### src/hdl/dcd_pkg.sv
package dcd_pkg;
  // register offsets on the plain register port
  localparam int unsigned ADDR_W    = 2;
  localparam logic [1:0]  OFF_DATA0 = 2'h0;
  localparam logic [1:0]  OFF_DATA1 = 2'h1;
  localparam logic [1:0]  OFF_CTRL  = 2'h2;
  localparam logic [1:0]  OFF_STOP  = 2'h3;
  // control register fields
  localparam int unsigned BIT_OE1   = 7;
  localparam int unsigned BIT_OE0   = 6;
  localparam int unsigned BIT_JOINT = 5;
  localparam logic [4:0]  RSV_ONES  = 5'h1f;
  // reset values
  localparam logic [7:0]  DATA_RST  = 8'h00;
  localparam logic        STOP_RST  = 1'b1;
  // settling time of one conversion
  localparam int unsigned CLK_NS    = 100;
  localparam int unsigned CONV_NS   = 10000;
  localparam int unsigned CONV_CYC  = CONV_NS / CLK_NS;
  localparam int unsigned CNT_W     = 8;
endpackage : dcd_pkg

### src/hdl/dcd_top.sv
// Chosen here: the strobed register port and the register addresses.
`timescale 1ns/1ps
module dcd_top
  import dcd_pkg::*;
(
  input  wire logic                      mclk_i,      // system clock
  input  wire logic                      rst_i,       // sync reset, high
  input  wire logic [dcd_pkg::ADDR_W-1:0] addr_i,     // register index
  input  wire logic [7:0]                wdata_i,     // write data
  input  wire logic                      wr_i,        // write strobe
  input  wire logic                      rd_i,        // read strobe
  input  wire logic                      standby_i,   // software standby
  output logic      [7:0]                rdata_o,     // read data
  output logic      [7:0]                code0_o,     // channel 0 code
  output logic      [7:0]                code1_o,     // channel 1 code
  output logic                           oe0_o,       // analog_out_pin_zero drive
  output logic                           oe1_o,       // analog_out_pin_one drive
  output logic                           conv0_on_o,  // channel 0 converter running
  output logic                           conv1_on_o,  // channel 1 converter running
  output logic                           valid0_o,    // channel 0 settled
  output logic                           valid1_o     // channel 1 settled
);
  import dcd_pkg::*;

  logic [7:0]       channel0_output_data_ff;
  logic [7:0]       channel1_output_data_ff;
  logic             channel1_output_enable_ff;
  logic             channel0_output_enable_ff;
  logic             joint_conversion_enable_ff;
  logic             stop_ff;
  logic [7:0]       ctrl_rd;
  logic             nxt_conv0;
  logic             nxt_conv1;
  logic [CNT_W-1:0] cnt0_ff;
  logic [CNT_W-1:0] cnt1_ff;
  logic             wr_ok;
  logic             standby_ff;
  logic             standby_s_ff;

  // access allowed only when module stop is clear, except the stop register
  assign wr_ok = wr_i && (!stop_ff || addr_i == OFF_STOP);
  assign ctrl_rd = {channel1_output_enable_ff, channel0_output_enable_ff,
                    joint_conversion_enable_ff, RSV_ONES};

  // module stop control
  always_ff @(posedge mclk_i) begin
    if (rst_i) begin
      stop_ff <= STOP_RST;
    end else if (wr_i && addr_i == OFF_STOP) begin
      stop_ff <= wdata_i[0];
    end
  end

  // data registers
  always_ff @(posedge mclk_i) begin
    if (rst_i) begin
      channel0_output_data_ff <= DATA_RST;
      channel1_output_data_ff <= DATA_RST;
    end else if (wr_ok && addr_i == OFF_DATA0) begin
      channel0_output_data_ff <= wdata_i;
    end else if (wr_ok && addr_i == OFF_DATA1) begin
      channel1_output_data_ff <= wdata_i;
    end
  end

  // control register, low bits are not stored
  always_ff @(posedge mclk_i) begin
    if (rst_i) begin
      channel1_output_enable_ff  <= 1'b0;
      channel0_output_enable_ff  <= 1'b0;
      joint_conversion_enable_ff <= 1'b0;
    end else if (wr_ok && addr_i == OFF_CTRL) begin
      channel1_output_enable_ff  <= wdata_i[BIT_OE1];
      channel0_output_enable_ff  <= wdata_i[BIT_OE0];
      joint_conversion_enable_ff <= wdata_i[BIT_JOINT];
    end
  end

  // read port, data one cycle after the strobe
  always_ff @(posedge mclk_i) begin
    if (rst_i) begin
      rdata_o <= 8'h00;
    end else if (rd_i && !stop_ff) begin
      case (addr_i)
        OFF_DATA0: rdata_o <= channel0_output_data_ff;
        OFF_DATA1: rdata_o <= channel1_output_data_ff;
        OFF_CTRL:  rdata_o <= ctrl_rd;
        default:   rdata_o <= {7'h00, stop_ff};
      endcase
    end else if (rd_i) begin
      rdata_o <= (addr_i == OFF_STOP) ? {7'h00, stop_ff} : 8'h00;
    end else begin
      rdata_o <= 8'h00;
    end
  end

  // conversion enable decode
  always_comb begin
    nxt_conv0 = channel0_output_enable_ff ||
                (joint_conversion_enable_ff && channel1_output_enable_ff);
    nxt_conv1 = channel1_output_enable_ff ||
                (joint_conversion_enable_ff && channel0_output_enable_ff);
  end

  // standby pin synchroniser
  always_ff @(posedge mclk_i) begin
    if (rst_i) begin
      standby_ff   <= 1'b0;
      standby_s_ff <= 1'b0;
    end else begin
      standby_ff   <= standby_i;
      standby_s_ff <= standby_ff;
    end
  end

  // drive outputs; code follows data, pins follow output enables
  always_ff @(posedge mclk_i) begin
    if (rst_i) begin
      code0_o    <= DATA_RST;
      code1_o    <= DATA_RST;
      oe0_o      <= 1'b0;
      oe1_o      <= 1'b0;
      conv0_on_o <= 1'b0;
      conv1_on_o <= 1'b0;
    end else if (!standby_s_ff) begin
      code0_o    <= channel0_output_data_ff;
      code1_o    <= channel1_output_data_ff;
      oe0_o      <= channel0_output_enable_ff;
      oe1_o      <= channel1_output_enable_ff;
      conv0_on_o <= nxt_conv0;
      conv1_on_o <= nxt_conv1;
    end
    // in standby the code, pin drive and converter outputs keep their value; rdata_o and the valid flags still update
  end

  // settle counters, restarted by a change of the data register or enable rise
  always_ff @(posedge mclk_i) begin
    if (rst_i || !conv0_on_o) begin
      cnt0_ff <= '0;
    end else if (code0_o != channel0_output_data_ff && !standby_s_ff) begin
      cnt0_ff <= '0;
    end else if (cnt0_ff != CNT_W'(CONV_CYC)) begin
      cnt0_ff <= cnt0_ff + 1'b1;
    end
  end

  always_ff @(posedge mclk_i) begin
    if (rst_i || !conv1_on_o) begin
      cnt1_ff <= '0;
    end else if (code1_o != channel1_output_data_ff && !standby_s_ff) begin
      cnt1_ff <= '0;
    end else if (cnt1_ff != CNT_W'(CONV_CYC)) begin
      cnt1_ff <= cnt1_ff + 1'b1;
    end
  end

  // settled flags
  always_ff @(posedge mclk_i) begin
    if (rst_i) begin
      valid0_o <= 1'b0;
      valid1_o <= 1'b0;
    end else begin
      valid0_o <= conv0_on_o && cnt0_ff == CNT_W'(CONV_CYC);
      valid1_o <= conv1_on_o && cnt1_ff == CNT_W'(CONV_CYC);
    end
  end
endmodule : dcd_top

### config.mk
export PLATFORM = sky130hd
export DESIGN_NAME = dcd_top
export DESIGN_NICKNAME = d
export VERILOG_FILES = /design/src/hdl/dcd_pkg.sv /design/src/hdl/dcd_top.sv
export SDC_FILE = /design/constraint.sdc
export NUM_CORES = 1
export LEC_CHECK = 0
export ABC_CLOCK_PERIOD_IN_PS = 4300
export BUFFER_PORTS_ARGS = -buffer_cell sky130_fd_sc_hd__buf_2
export CORE_ASPECT_RATIO = 0.8
export CORE_UTILIZATION = 35
export DETAILED_ROUTE_END_ITERATION = 8
export PLACE_DENSITY = 0.52
export SYNTH_ARGS = -nofsm -noshare
export SYNTH_HDL_FRONTEND = slang
export SYNTH_SLANG_ARGS = --single-unit
### constraint.sdc
create_clock -name mclk_i -period 4.3 [get_ports mclk_i]
set_clock_uncertainty 0.2 [all_clocks]
set_input_delay 0.43 -clock mclk_i [delete_from_list [all_inputs] [get_ports mclk_i]]
set_output_delay 0.43 -clock mclk_i [all_outputs]
set_load 0.05 [all_outputs]
# Word-level counts from Yosys, hierarchy flattened
# Cells that the tools add are included.
[totals] regBits=68 input_bits=15 out_inout_bits=30 word_cells=60
[classes] n_addsub=2 n_eq_ne=9 muxes=4 n_bitwise=1 n_reduce_logical=25
[ops] cell="$pmux 8 s3" count=1
[ops] cell="$add 8x1->8 const B" count=2
[ops] cell="$eq 8x7->1 const B" count=2
[ops] cell="$ne 8x7->1 const B" count=2
[ops] cell="$ne 8x8->1" count=2
[ops] cell="$logic_and 1x1->1" count=12
[ops] cell="$mux 8" count=1
[ops] cell="$logic_or 1x1->1" count=5
[ops] cell="$eq 2x2->1 const B" count=2
[ops] cell="$logic_not 1->1" count=4
[ops] cell="$reduce_or 2->1" count=2
[ops] cell="$eq 2x1->1 const B" count=1
[ops] cell="$logic_not 2->1" count=1
[ops] cell="$mux 1" count=2
[ops] cell="$reduce_and 2->1" count=1
[ops] cell="$not 1->1" count=1

# Longest topological paths before layout
[depth] depth_word=6 depth_mapped=6 mapped_depth_nobuf=6

# Worst setup path before layout
# No wires, ideal clock.
[synth_path] path_kind="register -> register" from="register code0_o[1]" to="register cnt0_ff[2]" setup_time_ps=79 t_arrival_ps=1452 required_time_ps=4021 path_slack_ps=2569 stages_incl_launch_ff=5 n_path_buf=0 synth_period_minus_slack_ps=1731 cell_sequence="dfxtp_1 > xor2_1 > nor4_1 > a21oi_2 > a211oi_2"
[synth_via] elab_chain_len=3
[synth_lines] item="from (decl)" line="dcd_top.sv:14" rtl="output logic [7:0] code0_o,"
[synth_lines] item="from (signal assigned)" line="dcd_top.sv:126" rtl="code0_o <= channel0_output_data_ff;"
[synth_lines] item="$ne 8x8->1" line="dcd_top.sv:140" rtl="end else if (code0_o != channel0_output_data_ff && !standby_s_ff) begin"
[synth_lines] item="$logic_and 1x1->1" line="dcd_top.sv:140"
[synth_lines] item="$reduce_or 2->1 (no line)"
[synth_lines] item="to (signal assigned)" line="dcd_top.sv:143" rtl="cnt0_ff <= cnt0_ff + 1'b1;"
[synth_lines] item="to (decl)" line="dcd_top.sv:34" rtl="logic [CNT_W-1:0] cnt0_ff;"
# No other way between the ends.
# A chain may end at the register's enable or synchronous reset.

# Final worst setup path
[layout_path] from="register stop_ff" to="register channel1_output_data_ff[1]"
[layout_via] elab_chain_len=6 word_cells_on_any_way=7 classes_between="bitwise: 1; reduce/logical: 6"
[layout_lines] item="from (decl)" line="dcd_top.sv:30" rtl="logic stop_ff;"
[layout_lines] item="from (signal assigned)" line="dcd_top.sv:50" rtl="stop_ff <= wdata_i[0];"
[layout_lines] item="$logic_not 1->1 *" line="dcd_top.sv:41" rtl="assign wr_ok = wr_i && (!stop_ff || addr_i == OFF_STOP);"
[layout_lines] item="$logic_or 1x1->1 *" line="dcd_top.sv:41"
[layout_lines] item="$logic_and 1x1->1 *" line="dcd_top.sv:41"
[layout_lines] item="$logic_and 1x1->1" line="dcd_top.sv:59" rtl="end else if (wr_ok && addr_i == OFF_DATA0) begin"
[layout_lines] item="$not 1->1 (no line)"
[layout_lines] item="$reduce_and 2->1 (no line) *"
[layout_lines] item="to (signal assigned)" line="dcd_top.sv:62" rtl="channel1_output_data_ff <= wdata_i;"
[layout_lines] item="to (decl)" line="dcd_top.sv:26" rtl="logic [7:0] channel1_output_data_ff;"
# Every way passes the cells marked *; elsewhere a longest branch is shown, timed or not.

==> results.json <==
{
  "status": "finished, final reports clean",
  "min_path_type": "input port to flop",
  "finalHoldViolCount": 0,
  "final_core_util": 0.4249,
  "drt-initial-drc-count": 73,
  "synth_common_cells": "dfxtp_1, nor2_1, mux2i_1, nand2_1, nor3_1",
  "synth_seq_area_share": 0.4698,
  "synth-seq-cells": 68,
  "cts_tree": "yes",
  "r2r-start": "stop_ff",
  "stdcell_count": 464,
  "worst_r2r_path_depth": 4,
  "die_y_um": 83.39,
  "ys.flop_type": "dfxtp_1",
  "clock_latency_ns": 0.34,
  "clock-sinks": 68,
  "die_x_um": 103.7,
  "postCtsHoldBufs": 0,
  "clkTransAtPathRegs_ns": 0.07,
  "rsz0062_at_grt": "false",
  "io_buffers": 44,
  "drv_slew": 0,
  "leakage_nw": 1.368,
  "drv_cap": 0,
  "nets": 371,
  "synth-edff-count": 0,
  "hold_path_end": "standby_ff",
  "setup_viol_count_final": 0,
  "cts_setup_buffers": 0,
  "worstMarginPinSlew_ns": 0.8103,
  "cp.required_ns": 4.30,
  "dpl_cell_area_um2": 3189,
  "grt_max_degree": 46,
  "critPathKind": "flop to flop",
  "initial_core_util": 0.3630,
  "period_share": 0.4618,
  "grt-ovfl-total": 0,
  "wirelength_um": 5973,
  "die_area_um2": 8650,
  "worstSetupStartpointType": "flop",
  "async_flop_share": 0,
  "dp.cells": 449,
  "cts_resized": 0,
  "fill_cells": 826,
  "synth_area_um2": 2898,
  "synth_top_area_share": 0.4698,
  "cp.arrival_ns": 1.98,
  "endpoint_kind": "flop",
  "routedWlPerCell_um": 12.87,
  "internal_power_w": 0.0009623,
  "synthCells": 311,
  "worstPathMaxFanout": 8,
  "place_congestion": 0.7435,
  "yosysUniqueCellTypes": 30,
  "synthTopCellsByArea": "dfxtp_1, mux2i_1, nor2_1, xor2_1, nor3_1",
  "grt_pass1_vias": 2088,
  "layout-drive-gt1-share": 0.1854,
  "vdd_drop_max_mv": 0.1318,
  "grt_use_total": 0.1506,
  "fin_tns_setup_ns": 0,
  "cts_made_buffers": 9,
  "p_comb_frac": 0.040,
  "min-delay-start": "standby_i",
  "rrSetupSlack_ns": 2.31,
  "seq_power_share": 0.518,
  "viasPerCell": 4.601,
  "coreArea_um2": 7983,
  "max_freq_mhz": 503.6,
  "areaGrowthSynthToFinish_pct": 17.06,
  "firstDrtPassIters": 4,
  "synth_nets": 330,
  "yosys_warnings": 0,
  "hpwl_um": 4182,
  "cts-root-buf": "clkbuf_8",
  "htree_levels": 3,
  "yosysMostFrequentCell": "dfxtp_1",
  "rows": 29,
  "grt_antenna_before_repair": 0,
  "holdWs_ns": 0.1252,
  "finalCriticalPeriod_ns": 1.986,
  "ios": 45,
  "r2r_end": "channel1_output_data_ff[1]",
  "yosysTopAreaCell": "dfxtp_1",
  "multiInputGateArea_um2": 1446,
  "antennaDiodeCount": 0,
  "power.density_nw_per_um2": 360.9,
  "clock_path_buffers": 2,
  "max_slew_margin": 0.4598,
  "drtAntennaViolNets": 0,
  "drc": 0,
  "swShare": 0.2139,
  "grt_pass1_wl_um": 10180,
  "pwr-share-clk": 0.442,
  "syn_avg_cell_area_um2": 9.318,
  "whs_path_depth": 2,
  "final_area_um2": 3392,
  "regArea_um2": 1361,
  "p_switching_w": 0.0002618,
  "vias": 2135
}
[cells in the final DEF (no fill, tap or decap), drive strengths merged, types with 8 or more instances in the layout]
cell type  count
nor3          25
a21oi         18
xor2          18
nor2          48
clkbuf        14
buf           45
nand2         24
nand3          9
nor2b          8
mux2i         35
xnor2         12
dfxtp         68
[sequential cells by signal, summed over array words and instances, names as in the netlist, 8 cells and up]
name and cells:
code0_o 8, channel1_output_data_ff 8, channel0_output_data_ff 8, rdata_o 8
code1_o 8, cnt0_ff 8, cnt1_ff 8
[how the worst max path moves through the flow]
| stage | start | end | slack, ns | depth (start not counted) |
|---|---|---|---|---|
| after CTS | stop_ff | channel1_output_data_ff[4] | 2.30 | 4 |
| after detailed placement | addr_i[0] | channel1_output_data_ff[2] | 2.14 | 4 |
| after global placement | wr_i | channel1_output_data_ff[4] | 2.19 | 5 |
| final | stop_ff | channel1_output_data_ff[1] | 2.31 | 4 |
| after global routing | stop_ff | channel1_output_data_ff[1] | 2.18 | 4 |
| after floorplan | code0_o[1] | cnt0_ff[2] | 2.57 | 4 |
[metrics by stage]
stage               setup slack (ns)  power (W)
floorplan                      2.569  0.0006832
global placement               2.193  0.0006984
detailed placement             2.143  0.0006989
CTS                            2.299   0.001239
global route                   2.180   0.001271
finish                         2.314   0.001224
[kinds of logic after synthesis]
family                     after synthesis  synth area share
xor gates and xnor gates                30           0.09067
muxes                                   35            0.1209
buffers and inverters                   20           0.03109
DFF                                     68            0.4698
and+or+nand+nor                        132            0.2232
adders and majority gates                4           0.01727
AOI/OAI and AO/OA                       22           0.04706
[layout make-up]
| cell class | count | share of cell area |
|---|---|---|
| Clock buffer | 14 | 0.05090 |
| Clock inverter | 1 | 0.008853 |
| Timing Repair Buffer | 45 | 0.06713 |
| Tap cell | 108 | 0.03984 |
| Multi-Input combinational cell | 223 | 0.4264 |
| Inverter | 5 | 0.005533 |
| Sequential cell | 68 | 0.4013 |
[critical path, cell delays in order, from the launching register on]
cell,delay [ns]
dfxtp_1,0.36
or2b_4,0.30
nor3b_2,0.66
mux2i_1,0.26
nor2_1,0.05
[per-layer routing]
metal | track usage | vias to the layer above | wire, µm
met5 | 0 | - | 0
met4 | 0.04675 | 0 | 70
met3 | 0.06358 | 4 | 355
met2 | 0.2196 | 47 | 2509
met1 | 0.2009 | 958 | 3038
li1 | - | 1126 | -
[power groups by stage]
stage	logic [W]	clock network, W	registers (W)
2_1_floorplan	0.0000316	0	0.000652
3_3_place_gp	0.0000493	0	0.000649
3_5_place_dp	0.0000499	0	0.000649
4_1_cts	0.0000500	0.000554	0.000634
5_1_grt	0.0000537	0.000583	0.000634
6_report	0.0000490	0.000540	0.000635
Note: power is estimated with default switching activity, not from simulation.
